[config.mk]
export PLATFORM = sky130hd
export DESIGN_NAME = sct_top
export DESIGN_NICKNAME = d
export VERILOG_FILES = /design/src/sct_pkg.sv /design/src/sct_tick_if.sv /design/src/sct_top.sv /design/src/sct_timer.sv /design/src/sct_vmon_filter.sv
export SDC_FILE = /design/constraint.sdc
export NUM_CORES = 1
export LEC_CHECK = 0
export BUFFER_PORTS_ARGS = -buffer_cell sky130_fd_sc_hd__buf_2
export CAP_MARGIN = 20
export CORE_MARGIN = 4
export CORE_UTILIZATION = 60
export CTS_BUF_LIST = sky130_fd_sc_hd__clkbuf_2
export DETAILED_ROUTE_END_ITERATION = 7
export PLACE_DENSITY = 0.81
export SYNTH_ARGS = -nofsm -noshare
export SYNTH_HDL_FRONTEND = slang
export SYNTH_SLANG_ARGS = --single-unit
[constraint.sdc]
create_clock -name pclk -period 5.4 [get_ports pclk]
set_input_delay 1.08 -clock pclk [delete_from_list [all_inputs] [get_ports pclk]]
set_output_delay 1.08 -clock pclk [all_outputs]
set_load 0.1 [all_outputs]
[src/sct_pkg.sv]
// shared constants and types of the supervisor clock and timer block
package sct_pkg;
    // =====================================================
    // clock rates and derived counts
    localparam int PCLK_MHZ        = 100;
    localparam int OSC_MHZ         = 8;
    localparam int PRESCALE        = 32;
    localparam int OSC_STEP        = 2 * OSC_MHZ;
    localparam int FILT_OFF_US     = 16;
    localparam int FILT_ON_US      = 64;
    localparam int FILT_OFF_TICKS  = FILT_OFF_US * OSC_MHZ;
    localparam int FILT_ON_TICKS   = FILT_ON_US * OSC_MHZ;
    localparam int FILT_CNT_W      = 10;
    localparam int CFG_SETTLE      = 3;
    // =====================================================
    // timers
    localparam int NUM_TIMERS      = 4;
    localparam int TMR_CODE_W      = 7;
    localparam int TMR_CNT_W       = 19;
    localparam int TMR_MANT_W      = 3;
    // =====================================================
    // register byte offsets
    localparam logic [7:0] ADDR_CTRL   = 8'h00;
    localparam logic [7:0] ADDR_TCODE  = 8'h04;
    localparam logic [7:0] ADDR_FILT   = 8'h08;
    localparam logic [7:0] ADDR_MCSRC  = 8'h0c;
    localparam logic [7:0] ADDR_STATUS = 8'h10;
    localparam logic [7:0] ADDR_VMON   = 8'h14;
    // field positions
    localparam int CTRL_START_LSB  = 0;
    localparam int CTRL_ABORT_LSB  = 4;
    localparam int TCODE_STRIDE    = 8;
    localparam int MCSRC_RST_LSB   = 0;
    localparam int MCSRC_PRE_LSB   = 2;
    localparam int STAT_MODE_LSB   = 0;
    localparam int STAT_LCO_BIT    = 2;
    localparam int STAT_CFG_BIT    = 3;
    localparam int STAT_RUN_LSB    = 4;
    localparam int STAT_DONE_LSB   = 8;
    localparam int STAT_DIN_LSB    = 12;
    // reset values
    localparam logic [31:0] TCODE_RST = 32'h0000_0000;
    localparam logic [31:0] FILT_RST  = 32'h0000_0000;
    localparam logic [3:0]  MCSRC_RST = 4'hf;
    // =====================================================
    // clock modes and asynchronous reset/preset sources
    typedef enum logic [1:0] {
        SCT_STANDALONE = 2'b00,
        SCT_MASTER     = 2'b01,
        SCT_SLAVE      = 2'b10
    } sct_mode_e;
    typedef enum logic [1:0] {
        SCT_SRC_NONE   = 2'b00,
        SCT_SRC_PTERM  = 2'b01,
        SCT_SRC_GLOBAL = 2'b10,
        SCT_SRC_POR    = 2'b11
    } sct_asrc_e;
endpackage

[src/sct_tick_if.sv]
// tick strobes shared between the clock core and its timers and filters
`timescale 1ns/1ps
interface sct_tick_if;
    logic mclk_tick;   // one pclk cycle per master clock period
    logic logic_tick;  // one pclk cycle per divided clock period
    modport src (output mclk_tick, output logic_tick);
    modport snk (input mclk_tick, input logic_tick);
endinterface

[src/sct_top.sv]
// clock source selection, prescaler, timers, input sync and register file
//
// Implementation choices: the placing of the registers and the APB interface to the registers.
`timescale 1ns/1ps
// What this block does
// - internal 8 MHz oscillator feeds logic clock and timer clocks, except in slave mode where the clock pin does
// - selected 8 MHz source divided by 32 gives 250 kHz clock
// - standalone: switch0 closed, switch1 open, own oscillator, clock pin floats
// - master: both switches closed, own oscillator driven onto clock pin
// - slave: switch0 open, switch1 closed, clock taken from clock pin
// - logic clock drives its output pin only when switch2 closed
// - four independent timers on divided clock, 32 us to 1.96 s
// - macrocell flip-flops all clocked by the divided logic clock
// - macrocell async reset/preset from product term, global reset or POR
// - digital inputs registered on the master clock before use
// - comparator outputs registered on the divided logic clock
// - master clock samples comparators and clocks their filters
// - filter delay 64 us when enabled, 16 us when disabled
module sct_top #(
    parameter int NUM_VMON = 10,
    parameter int NUM_DIN  = 4,
    parameter int NUM_MC   = 24
) (
    input  wire logic                                    pclk,
    input  wire logic                                    presetn,
    input  wire logic                                    psel,
    input  wire logic                                    penable,
    input  wire logic                                    pwrite,
    input  wire logic [7:0]                              paddr,
    input  wire logic [31:0]                             pwdata,
    output logic [31:0]                                  prdata,
    output logic                                         pready,
    output logic                                         pslverr,
    input  wire logic                                    internal_osc_switch,
    input  wire logic                                    clock_pin_link_switch,
    input  wire logic                                    logic_clock_out_switch,
    input  wire logic                                    mclk_pin_in,
    output logic                                         mclk_pin_out,
    output logic                                         mclk_pin_oe_n,
    output logic                                         logic_clock_out_pin,
    output logic                                         logic_clock_out_oe_n,
    output logic                                         logic_clk_en,
    input  wire logic [NUM_DIN-1:0]                      din_pin,
    output logic [NUM_DIN-1:0]                           din_q,
    input  wire logic [NUM_VMON-1:0]                     vmon_cmp,
    output logic [NUM_VMON-1:0]                          vmon_q,
    output logic [sct_pkg::NUM_TIMERS-1:0]               timer_running,
    output logic [sct_pkg::NUM_TIMERS-1:0]               timer_done,
    input  wire logic                                    global_reset_n,
    input  wire logic [NUM_MC-1:0]                       pterm_reset,
    input  wire logic [NUM_MC-1:0]                       pterm_preset,
    output logic [NUM_MC-1:0]                            mc_async_reset,
    output logic [NUM_MC-1:0]                            mc_async_preset
);
    import sct_pkg::*;

    sct_tick_if ticks ();

    // =====================================================
    // switch capture after reset release
    logic [2:0]  sw_s1;
    logic [2:0]  sw_s2;
    logic [1:0]  cfg_cnt;
    logic        cfg_done;
    sct_mode_e   mode;
    logic        lco_en;
    logic [1:0]  next_cfg_cnt;
    logic        next_cfg_done;
    sct_mode_e   next_mode;
    logic        next_lco_en;

    // settle the synchronisers, then freeze; por follows cfg_done
    always_comb begin
        next_cfg_cnt  = cfg_cnt;
        next_cfg_done = cfg_done;
        next_mode     = mode;
        next_lco_en   = lco_en;
        if (!cfg_done) begin
            next_cfg_cnt = cfg_cnt + 2'd1;
            if (cfg_cnt == 2'(CFG_SETTLE)) begin
                next_cfg_done = 1'b1;
                next_lco_en   = sw_s2[2];
                case (sw_s2[1:0])
                    2'b01:   next_mode = SCT_STANDALONE;
                    2'b11:   next_mode = SCT_MASTER;
                    2'b10:   next_mode = SCT_SLAVE;
                    default: next_mode = SCT_STANDALONE;
                endcase
            end
        end
    end

    always_ff @(posedge pclk or negedge presetn) begin
        if (!presetn) begin
            sw_s1    <= 3'b000;
            sw_s2    <= 3'b000;
            cfg_cnt  <= 2'd0;
            cfg_done <= 1'b0;
            mode     <= SCT_STANDALONE;
            lco_en   <= 1'b0;
        end else begin
            sw_s1    <= {logic_clock_out_switch, clock_pin_link_switch, internal_osc_switch};
            sw_s2    <= sw_s1;
            cfg_cnt  <= next_cfg_cnt;
            cfg_done <= next_cfg_done;
            mode     <= next_mode;
            lco_en   <= next_lco_en;
        end
    end

    // =====================================================
    // oscillator, clock pin and prescaler
    logic [6:0] osc_acc;
    logic       osc_phase;
    logic       ext_s1;
    logic       ext_s2;
    logic       ext_s3;
    logic [4:0] pre;
    logic [6:0] next_osc_acc;
    logic       next_osc_phase;
    logic [4:0] next_pre;
    logic       osc_rise;
    logic       mclk_tick;

    // fractional accumulator: 8 MHz average from 100 MHz, jitter of one pclk
    always_comb begin
        next_osc_acc   = osc_acc + 7'(OSC_STEP);
        next_osc_phase = osc_phase;
        osc_rise       = 1'b0;
        if (next_osc_acc >= 7'(PCLK_MHZ)) begin
            next_osc_acc   = next_osc_acc - 7'(PCLK_MHZ);
            next_osc_phase = ~osc_phase;
            osc_rise       = ~osc_phase;
        end
        // slave follows the pin edges; others use the own oscillator
        if (mode == SCT_SLAVE) begin
            mclk_tick = ext_s2 & ~ext_s3;
        end else begin
            mclk_tick = osc_rise;
        end
        next_pre = mclk_tick ? pre + 5'd1 : pre;
    end

    always_ff @(posedge pclk or negedge presetn) begin
        if (!presetn) begin
            osc_acc   <= 7'd0;
            osc_phase <= 1'b0;
            ext_s1    <= 1'b0;
            ext_s2    <= 1'b0;
            ext_s3    <= 1'b0;
            pre       <= 5'd0;
        end else begin
            osc_acc   <= next_osc_acc;
            osc_phase <= next_osc_phase;
            ext_s1    <= mclk_pin_in;
            ext_s2    <= ext_s1;
            ext_s3    <= ext_s2;
            pre       <= next_pre;
        end
    end

    assign ticks.mclk_tick    = mclk_tick;
    assign ticks.logic_tick   = mclk_tick && (pre == 5'(PRESCALE - 1));
    assign logic_clk_en       = ticks.logic_tick;
    assign mclk_pin_out       = osc_phase;
    assign mclk_pin_oe_n      = (mode != SCT_MASTER);
    assign logic_clock_out_pin  = pre[4];
    assign logic_clock_out_oe_n = ~lco_en;

    // =====================================================
    // digital inputs: two-stage sync, then master clock register
    logic [NUM_DIN-1:0] din_s1;
    logic [NUM_DIN-1:0] din_s2;
    logic [NUM_DIN-1:0] next_din_q;

    always_comb begin
        next_din_q = mclk_tick ? din_s2 : din_q;
    end

    always_ff @(posedge pclk or negedge presetn) begin
        if (!presetn) begin
            din_s1 <= '0;
            din_s2 <= '0;
            din_q  <= '0;
        end else begin
            din_s1 <= din_pin;
            din_s2 <= din_s1;
            din_q  <= next_din_q;
        end
    end

    // =====================================================
    // register file state
    logic [31:0]             tcode;
    logic [NUM_VMON-1:0]     filt_en;
    logic [3:0]              mcsrc;
    logic [NUM_TIMERS-1:0]   done_flag;
    logic [31:0]             next_tcode;
    logic [NUM_VMON-1:0]     next_filt_en;
    logic [3:0]              next_mcsrc;
    logic [NUM_TIMERS-1:0]   next_done_flag;
    logic [NUM_TIMERS-1:0]   tmr_start;
    logic [NUM_TIMERS-1:0]   tmr_abort;
    logic [31:0]             next_prdata;
    logic                    wr_acc;
    logic                    hit;

    // =====================================================
    // timers and comparator paths
    genvar gi;
    generate
        for (gi = 0; gi < NUM_TIMERS; gi++) begin : g_tmr
            sct_timer u_tmr (
                .pclk    (pclk),
                .presetn (presetn),
                .ticks   (ticks),
                .start   (tmr_start[gi]),
                .abort   (tmr_abort[gi]),
                .code    (tcode[gi*TCODE_STRIDE +: TMR_CODE_W]),
                .running (timer_running[gi]),
                .done    (timer_done[gi])
            );
        end
        for (gi = 0; gi < NUM_VMON; gi++) begin : g_vmon
            sct_vmon_filter u_filt (
                .pclk    (pclk),
                .presetn (presetn),
                .ticks   (ticks),
                .filt_en (filt_en[gi]),
                .cmp_raw (vmon_cmp[gi]),
                .cmp_out (vmon_q[gi])
            );
        end
    endgenerate

    // =====================================================
    // macrocell asynchronous reset and preset sources
    logic              grst_s1;
    logic              grst_s2;
    logic [NUM_MC-1:0] next_mc_rst;
    logic [NUM_MC-1:0] next_mc_pre;

    function automatic logic [NUM_MC-1:0] pick(input logic [1:0] sel,
                                               input logic [NUM_MC-1:0] pt,
                                               input logic grst, input logic por);
        case (sct_asrc_e'(sel))
            SCT_SRC_NONE:   pick = '0;
            SCT_SRC_PTERM:  pick = pt;
            SCT_SRC_GLOBAL: pick = {NUM_MC{grst}};
            SCT_SRC_POR:    pick = {NUM_MC{por}};
            default:        pick = '0;
        endcase
    endfunction

    always_comb begin
        next_mc_rst = pick(mcsrc[MCSRC_RST_LSB +: 2], pterm_reset, ~grst_s2, ~cfg_done);
        next_mc_pre = pick(mcsrc[MCSRC_PRE_LSB +: 2], pterm_preset, ~grst_s2, ~cfg_done);
    end

    // cells held in reset while power-on is in progress
    always_ff @(posedge pclk or negedge presetn) begin
        if (!presetn) begin
            grst_s1         <= 1'b1;
            grst_s2         <= 1'b1;
            mc_async_reset  <= '1;
            mc_async_preset <= '0;
        end else begin
            grst_s1         <= global_reset_n;
            grst_s2         <= grst_s1;
            mc_async_reset  <= next_mc_rst;
            mc_async_preset <= next_mc_pre;
        end
    end

    // =====================================================
    // apb slave: zero wait, read data staged in the setup cycle
    assign pready = 1'b1;
    assign wr_acc = psel && penable && pwrite;
    assign hit    = (paddr == ADDR_CTRL) || (paddr == ADDR_TCODE) || (paddr == ADDR_FILT)
                 || (paddr == ADDR_MCSRC) || (paddr == ADDR_STATUS) || (paddr == ADDR_VMON);
    assign pslverr = psel && penable && !hit;

    always_comb begin
        next_tcode     = tcode;
        next_filt_en   = filt_en;
        next_mcsrc     = mcsrc;
        next_done_flag = done_flag;
        tmr_start      = '0;
        tmr_abort      = '0;
        next_prdata    = prdata;
        if (wr_acc) begin
            case (paddr)
                ADDR_CTRL: begin
                    tmr_start = pwdata[CTRL_START_LSB +: NUM_TIMERS];
                    tmr_abort = pwdata[CTRL_ABORT_LSB +: NUM_TIMERS];
                end
                ADDR_TCODE:  next_tcode   = pwdata & 32'h7f7f_7f7f;
                ADDR_FILT:   next_filt_en = pwdata[NUM_VMON-1:0];
                ADDR_MCSRC:  next_mcsrc   = pwdata[3:0];
                ADDR_STATUS: next_done_flag = done_flag & ~pwdata[STAT_DONE_LSB +: NUM_TIMERS];
                default:     next_done_flag = done_flag;
            endcase
        end
        // a timeout in the clearing cycle survives
        next_done_flag = next_done_flag | timer_done;
        if (psel && !penable && !pwrite) begin
            next_prdata = 32'h0000_0000;
            case (paddr)
                ADDR_TCODE:  next_prdata = tcode;
                ADDR_FILT:   next_prdata[NUM_VMON-1:0] = filt_en;
                ADDR_MCSRC:  next_prdata[3:0] = mcsrc;
                ADDR_STATUS: begin
                    next_prdata[STAT_MODE_LSB +: 2]          = mode;
                    next_prdata[STAT_LCO_BIT]                = lco_en;
                    next_prdata[STAT_CFG_BIT]                = cfg_done;
                    next_prdata[STAT_RUN_LSB +: NUM_TIMERS]  = timer_running;
                    next_prdata[STAT_DONE_LSB +: NUM_TIMERS] = done_flag;
                    next_prdata[STAT_DIN_LSB +: NUM_DIN]     = din_q;
                end
                ADDR_VMON:   next_prdata[NUM_VMON-1:0] = vmon_q;
                default:     next_prdata = 32'h0000_0000;
            endcase
        end
    end

    always_ff @(posedge pclk or negedge presetn) begin
        if (!presetn) begin
            tcode     <= TCODE_RST;
            filt_en   <= NUM_VMON'(FILT_RST);
            mcsrc     <= MCSRC_RST;
            done_flag <= '0;
            prdata    <= 32'h0000_0000;
        end else begin
            tcode     <= next_tcode;
            filt_en   <= next_filt_en;
            mcsrc     <= next_mcsrc;
            done_flag <= next_done_flag;
            prdata    <= next_prdata;
        end
    end
endmodule

[src/sct_timer.sv]
// one programmable interval timer on the divided clock
`timescale 1ns/1ps
module sct_timer #(
    parameter int CODE_W = sct_pkg::TMR_CODE_W,
    parameter int CNT_W  = sct_pkg::TMR_CNT_W
) (
    input  wire logic              pclk,
    input  wire logic              presetn,
    sct_tick_if.snk                ticks,
    input  wire logic              start,
    input  wire logic              abort,
    input  wire logic [CODE_W-1:0] code,
    output logic                   running,
    output logic                   done
);
    import sct_pkg::*;
    logic [CNT_W-1:0] cnt;
    logic [CNT_W-1:0] next_cnt;
    logic             next_running;
    logic             next_done;
    logic [CNT_W-1:0] load;

    // =====================================================
    // code to ticks: (8 + low bits) shifted by high bits
    always_comb begin
        load = CNT_W'({1'b1, code[TMR_MANT_W-1:0]}) << code[CODE_W-1:TMR_MANT_W];
    end

    // abort beats start; restart while running reloads
    always_comb begin
        next_cnt     = cnt;
        next_running = running;
        next_done    = 1'b0;
        if (abort) begin
            next_running = 1'b0;
            next_cnt     = '0;
        end else if (start) begin
            next_running = 1'b1;
            next_cnt     = load;
        end else if (running && ticks.logic_tick) begin
            next_cnt = cnt - CNT_W'(1);
            if (cnt == CNT_W'(1)) begin
                next_running = 1'b0;
                next_done    = 1'b1;
            end
        end
    end

    always_ff @(posedge pclk or negedge presetn) begin
        if (!presetn) begin
            cnt     <= '0;
            running <= 1'b0;
            done    <= 1'b0;
        end else begin
            cnt     <= next_cnt;
            running <= next_running;
            done    <= next_done;
        end
    end
endmodule

[src/sct_vmon_filter.sv]
// comparator sampling, digital filter and sync to the divided clock
`timescale 1ns/1ps
module sct_vmon_filter (
    input  wire logic pclk,
    input  wire logic presetn,
    sct_tick_if.snk   ticks,
    input  wire logic filt_en,
    input  wire logic cmp_raw,
    output logic      cmp_out
);
    import sct_pkg::*;
    logic                  sync1;
    logic                  sync2;
    logic                  stable;
    logic [FILT_CNT_W-1:0] cnt;
    logic                  next_stable;
    logic [FILT_CNT_W-1:0] next_cnt;
    logic                  next_out;
    logic [FILT_CNT_W-1:0] limit;

    // =====================================================
    // change accepted only after it holds for the whole window
    always_comb begin
        limit       = filt_en ? FILT_CNT_W'(FILT_ON_TICKS) : FILT_CNT_W'(FILT_OFF_TICKS);
        next_stable = stable;
        next_cnt    = cnt;
        next_out    = cmp_out;
        if (ticks.mclk_tick) begin
            if (sync2 == stable) begin
                next_cnt = '0;
            end else if (cnt == limit - FILT_CNT_W'(1)) begin
                next_stable = sync2;
                next_cnt    = '0;
            end else begin
                next_cnt = cnt + FILT_CNT_W'(1);
            end
        end
        if (ticks.logic_tick) begin
            next_out = stable;
        end
    end

    always_ff @(posedge pclk or negedge presetn) begin
        if (!presetn) begin
            sync1   <= 1'b0;
            sync2   <= 1'b0;
            stable  <= 1'b0;
            cnt     <= '0;
            cmp_out <= 1'b0;
        end else begin
            sync1   <= cmp_raw;
            sync2   <= sync1;
            stable  <= next_stable;
            cnt     <= next_cnt;
            cmp_out <= next_out;
        end
    end
endmodule

# Yosys cells after proc, flatten, opt, wreduce, memory -nomap -nowiden
# Index checks and enable logic that the tools add are counted.
# op_classes
addsub	28
n_lt_le_gt_ge	1
eq_ne	41
shift	4
muxes	92
bitwise	19
reduce_logical	47
# ops
cell	count
$mux W10	30
$mux W19	12
$pmux W24 S4	2
$add A10 B1 Y10 const B	10
$eq A10 B10 Y1	10
$sub A10 B1 Y10 const B	10
$eq A19 B1 Y1 const B	4
$shl A4 B4 Y19	4
$sub A19 B1 Y19 const B	4
$mux W1	36
$reduce_and A3 Y1	10
$mux W4	6
$pmux W6 S4	1
$reduce_bool A3 Y1	8
$pmux W4 S5	1
$eq A2 B2 Y1 const B	8
$eq A8 B4 Y1 const B	2
$eq A8 B5 Y1 const B	2
$reduce_and A2 Y1	8
$mux W15	1
$not A1 Y1	15
$pmux W6 S2	1
$eq A1 B1 Y1	10
$logic_and A1 B1 Y1	10
19 further kinds	27
# word_totals
register_bits	392
inputBits	112
wordCells	318

# Logic depth before layout (Yosys ltp)
# logic_depth
word_depth	9
ltp_mapped	11
mapped_depth_nobuf	9

# Cells and area by module
# A second synthesis with hierarchy kept.
# hier_totals
hier_cells	1885
area_unflattened_um2	20116.8
# modules_own_cells
module	instances	cells_each	area_per_inst_um2	seq_area_each_um2
sct_top	1	478	6671.4	4141.5
sct_vmon_filter at g_vmon[0].u_filt ...	9	70	738.2	350.3
sct_timer	4	177	1525.2	525.5
sct_vmon_filter at g_vmon[9].u_filt	1	69	700.7	350.3

# Worst setup path before layout
# Ideal clock, no wire load.
# synth_timing
path_kind	register to output
startpoint	reg pre[4]
endpoint	out logic_clk_en
arrival_time_ps	3050
required_ps	4320
slack_ps	1270
path_stages_with_launch	8
cell_sequence	dfrtp_1 > ha_1 > and3_1 > a22oi_2 > inv_2 > buf_2 > buf_2 > buf_1
# synth_between
elab_chain_len	2
# synth_rtl
item	line_no	source
from (decl)	sct_top.sv:118	logic [4:0] pre;
from (signal assigned)	sct_top.sv:158	pre <= next_pre;
$eq A5 B5 Y1	sct_top.sv:163	assign ticks.logic_tick = mclk_tick && (pre == 5'(PRESCALE - 1));
$logic_and A1 B1 Y1	sct_top.sv:163	
to (decl)	sct_top.sv:42	output logic logic_clk_en,
# Every way passes these cells.

# Worst setup path after layout
# layout_timing
startpoint	reg osc_acc[4]
endpoint	out logic_clk_en
# layout_between
elab_chain_len	5
# layout_rtl
item	line_no	source
from (decl)	sct_top.sv:113	logic [6:0] osc_acc;
from (signal assigned)	sct_top.sv:153	osc_acc <= next_osc_acc;
$add A7 B5 Y7	sct_top.sv:127	next_osc_acc = osc_acc + 7'(OSC_STEP);
$ge A7 B7 Y1	sct_top.sv:130	if (next_osc_acc >= 7'(PCLK_MHZ)) begin
$mux W1	sct_top.sv:130	
$mux W1	sct_top.sv:136	if (mode == SCT_SLAVE) begin
$logic_and A1 B1 Y1	sct_top.sv:163	
# Every way passes these cells.

==> run_summary.xml <==
<?xml version="1.0" encoding="UTF-8"?>
<metrics>
  <group name="route">
    <metric name="route.vias.total" unit="">16600</metric>
    <metric name="route.final.wire_length" unit="um">50800</metric>
    <metric name="detail_route.first_pass.iterations" unit="">8</metric>
    <metric name="final_antenna_net_count" unit="">0</metric>
    <metric name="detail_route.iter0.violations" unit="">1416</metric>
    <metric name="wire_per_inst" unit="um">18.8</metric>
    <metric name="vias_per_cell" unit="">6.14</metric>
    <metric name="route.detailed.drc" unit="">0</metric>
  </group>
  <group name="timing">
    <metric name="postLayoutSetupSlackWorst" unit="ns">0.684</metric>
    <metric name="grt_setup_unrepaired" unit="">no</metric>
    <metric name="final.min_clock_period" unit="ns">4.72</metric>
    <metric name="max_slew_margin" unit="%">33.4</metric>
    <metric name="fin_setup_tns" unit="ns">0</metric>
    <metric name="min_period_over_period" unit="%">87.3</metric>
    <metric name="total_count_of_max_transition_violations_in_the_final_report" unit="">0</metric>
    <metric name="max_freq" unit="GHz">0.212</metric>
    <metric name="finalSetupViolCount" unit="">0</metric>
    <metric name="max_slew.worst_pin.slew" unit="ns">0.999</metric>
    <metric name="worst_clock_skew" unit="ns">0.0780</metric>
    <metric name="timing.final.hold_violations" unit="">0</metric>
  </group>
  <group name="run_status">
    <metric name="run_status" unit="">complete, no violations</metric>
  </group>
  <group name="critical_path">
    <metric name="critical_path.startpoint_type" unit="">flip-flop</metric>
    <metric name="required" unit="ns">4.32</metric>
    <metric name="worst_r2r_startpoint" unit="">osc_acc[4]</metric>
    <metric name="worstReg2RegEnd" unit="">g_tmr[2].u_tmr.cnt[11]</metric>
    <metric name="r2r.worst_path.cells" unit="">11</metric>
    <metric name="setup.worst_path.class" unit="">reg2out</metric>
    <metric name="critPathLaunch" unit="">osc_acc[4]</metric>
    <metric name="crit_path_max_fanout" unit="">8</metric>
    <metric name="timing.critical_path.arrival" unit="ns">3.64</metric>
    <metric name="critical_path_sink_type" unit="">primary output</metric>
    <metric name="reg2reg_setup_slack" unit="ns">1.68</metric>
  </group>
  <group name="placed_design">
    <metric name="dpl.cell_count" unit="">2511</metric>
    <metric name="port_buffers" unit="">214</metric>
    <metric name="detailed_placement_hpwl" unit="um">35200</metric>
    <metric name="place_area" unit="um^2">20500</metric>
    <metric name="post-place-ws" unit="ns">1.33</metric>
    <metric name="routabilityCongestion" unit="">0.963</metric>
  </group>
  <group name="pwr">
    <metric name="cellLeakagePower" unit="uW">0.0105</metric>
    <metric name="total_power_after_layout" unit="uW">5700</metric>
    <metric name="clock_power_share" unit="%">35.0</metric>
    <metric name="net_switching_fraction_of_the_power" unit="%">30.7</metric>
    <metric name="power_report.internal_total" unit="uW">3960</metric>
    <metric name="power_frac_seq" unit="%">54.6</metric>
    <metric name="p_per_area" unit="nW/um^2">266</metric>
    <metric name="peakVddDrop" unit="mV">0.199</metric>
    <metric name="netSwitchingPower" unit="uW">1750</metric>
    <metric name="combPwrFrac" unit="%">10.3</metric>
  </group>
  <group name="cells_and_area">
    <metric name="layout.cell_area.non_filler" unit="um^2">21500</metric>
    <metric name="final.fill_count" unit="">2528</metric>
    <metric name="area_delta_synth_final" unit="%">11.5</metric>
    <metric name="layout-drive-gt1-share" unit="%">22.7</metric>
    <metric name="footprint_of_the_multi_input_gates" unit="um^2">8850</metric>
    <metric name="final_common_cell" unit="">sky130_fd_sc_hd__dfrtp_1</metric>
    <metric name="mostFrequentLayoutCells" unit="">358 x sky130_fd_sc_hd__dfrtp_1, 254 x sky130_fd_sc_hd__nand2_1, 215 x sky130_fd_sc_hd__buf_2, 178 x sky130_fd_sc_hd__o21ai_0, 148 x sky130_fd_sc_hd__clkbuf_2</metric>
    <metric name="fin_cells" unit="">2694</metric>
    <metric name="layout.nets" unit="">2348</metric>
    <metric name="seq_area" unit="um^2">9750</metric>
  </group>
  <group name="global_routing">
    <metric name="globalRoute.busiestLayer" unit="">met2</metric>
    <metric name="first_global_vias" unit="">16300</metric>
    <metric name="global_routing_usage_summed_across_all_routing_layers" unit="%">28.5</metric>
    <metric name="grt_util_met2" unit="%">45.7</metric>
    <metric name="grt_antenna_before_repair" unit="">2</metric>
    <metric name="met1_usage" unit="%">37.6</metric>
    <metric name="global_route.usage.met3" unit="%">7.75</metric>
    <metric name="grt_max_degree" unit="">111</metric>
    <metric name="grt_first_pass_wirelength" unit="um">82800</metric>
    <metric name="globalRouteOverflowTotal" unit="">0</metric>
  </group>
  <group name="clock_tree">
    <metric name="clock_sinks" unit="">388</metric>
    <metric name="clk_latency" unit="ns">0.99</metric>
    <metric name="ctsRootBufferMaster" unit="">sky130_fd_sc_hd__clkbuf_2</metric>
    <metric name="cts_tree" unit="">done</metric>
    <metric name="h-tree-depth" unit="">3</metric>
    <metric name="cts.path.max_buffers" unit="">3</metric>
    <metric name="post_cts_buffers" unit="">0</metric>
    <metric name="ctsResizeCount" unit="">0</metric>
    <metric name="cts_buffers" unit="">97</metric>
    <metric name="ctsHoldBuffers" unit="">0</metric>
    <metric name="worst_setup_hold_path_clk_slew" unit="ns">0.11</metric>
  </group>
  <group name="floorplan">
    <metric name="die_width" unit="um">187</metric>
    <metric name="die_area" unit="um^2">35000</metric>
    <metric name="ios" unit="">221</metric>
    <metric name="placement_rows" unit="">65</metric>
    <metric name="floorplan.core_area" unit="um^2">31600</metric>
    <metric name="initial_utilization" unit="%">60.8</metric>
    <metric name="die_h" unit="um">187</metric>
  </group>
  <group name="logic_synthesis">
    <metric name="syn_area" unit="um^2">19200</metric>
    <metric name="postSynthRegisterBits" unit="">388</metric>
    <metric name="count_of_mapped_cells_out_of_synthesis" unit="">1983</metric>
    <metric name="synth_edf_count" unit="">0</metric>
    <metric name="number_of_warnings_printed_during_yosys_synthesis" unit="">0</metric>
    <metric name="yosysSeqAreaShare" unit="%">50.6</metric>
    <metric name="synth-main-ff-cell" unit="">sky130_fd_sc_hd__dfrtp_1</metric>
    <metric name="synth-async-reset-ratio" unit="%">100</metric>
    <metric name="yosysUniqueCellTypes" unit="">76</metric>
    <metric name="syn_area_cell" unit="um^2">9.70</metric>
  </group>
  <group name="flow_run">
    <metric name="maxCapViolCount" unit="">0</metric>
  </group>
  <group name="hold_path">
    <metric name="worst_hold_path_type" unit="">in2async</metric>
  </group>
</metrics>
-- cells by family (layout without fill, tap and decap cells) --
logic type	count (synthesis)	count (layout)	synth area share, %
adder cells (fa/ha/maj)	26	26	1.69
multiplexers	76	76	4.32
XOR/XNOR	36	36	1.64
other	2	5	0.0390
flip-flops	388	388	50.6
buffers and inverters	152	458	3.54
AO/OA/AOI/OAI	515	515	17.4
AND/OR/NAND/NOR	788	788	20.7
-- stage by stage --
step | hold WS, ns | utilization (%)
after floorplan | 0.331 | -
after global placement | 0.333 | 64.9
after detailed placement | 0.335 | 64.9
after CTS | 0.0499 | 67.8
after global routing | 0.0673 | 67.8
final | 0.0835 | 67.9
-- power by group through the flow --
stage	Clock [uW]	Sequential, uW	Combinational [uW]
after detailed placement	0	3170	593
final	2000	3110	590
after global placement	0	3160	580
after global routing	2220	3130	647
after floorplan	0	3330	214
after CTS	2060	3110	594
-- how the worst max path moves through the flow --
stage                   end  slack [ns]
6_report       logic_clk_en        0.68
5_1_grt        logic_clk_en        0.50
4_1_cts        logic_clk_en        0.63
3_5_place_dp      tcode[18]        1.33
3_3_place_gp      tcode[25]        1.39
2_1_floorplan  logic_clk_en        1.27
-- cells in the mapped netlist, types with 29 or more instances --
cell type | instances | area [um^2]
sky130_fd_sc_hd__dfrtp_1 | 358 | 8960
sky130_fd_sc_hd__inv_1 | 35 | 131
sky130_fd_sc_hd__clkbuf_1 | 75 | 282
sky130_fd_sc_hd__mux2_2 | 56 | 631
sky130_fd_sc_hd__nand3b_1 | 32 | 240
sky130_fd_sc_hd__a21o_1 | 65 | 488
sky130_fd_sc_hd__nor2_1 | 112 | 420
sky130_fd_sc_hd__nand2b_1 | 45 | 282
sky130_fd_sc_hd__nand3_1 | 81 | 405
sky130_fd_sc_hd__nor3_1 | 46 | 230
sky130_fd_sc_hd__nand2_1 | 254 | 953
sky130_fd_sc_hd__a31oi_1 | 29 | 181
sky130_fd_sc_hd__a21oi_1 | 76 | 380
sky130_fd_sc_hd__dfstp_2 | 30 | 788
sky130_fd_sc_hd__and3_1 | 61 | 382
sky130_fd_sc_hd__o21ai_0 | 178 | 891
-- per-layer routing --
metal | wire (um) | vias to the layer above
li1 | - | 7712
met1 | 21000 | 8067
met2 | 24400 | 635
met3 | 3930 | 134
met4 | 1460 | 2
met5 | 9 | -
-- registers in the layout, indices dropped and copies added (netlist names), 24 cells and up --
register	cells
mc_async_reset	24
g_tmr.u_tmr.cnt	76
prdata	30
g_vmon.u_filt.cnt	100
mc_async_preset	24
tcode	28
-- critical path, cell delays in order (launching register included) --
cell                       delay, ns
sky130_fd_sc_hd__dfrtp_1        0.44
sky130_fd_sc_hd__inv_1          0.10
sky130_fd_sc_hd__ha_1           0.36
sky130_fd_sc_hd__o21bai_1       0.20
sky130_fd_sc_hd__a21oi_2        0.45
sky130_fd_sc_hd__a22oi_2        0.31
sky130_fd_sc_hd__buf_4          0.26
sky130_fd_sc_hd__inv_2          0.09
sky130_fd_sc_hd__buf_2          0.43
-- area by class of cell --
class / count / area share, %
multi-input cells: 1444 / 41.2
clock inverters: 31 / 0.758
repair buffers: 243 / 6.14
inverters: 36 / 0.630
diodes: 2 / 0.0233
clock buffers: 148 / 3.45
well taps: 402 / 2.34
flip-flops and latches: 388 / 45.4
Power figures use the tool's default switching activity.
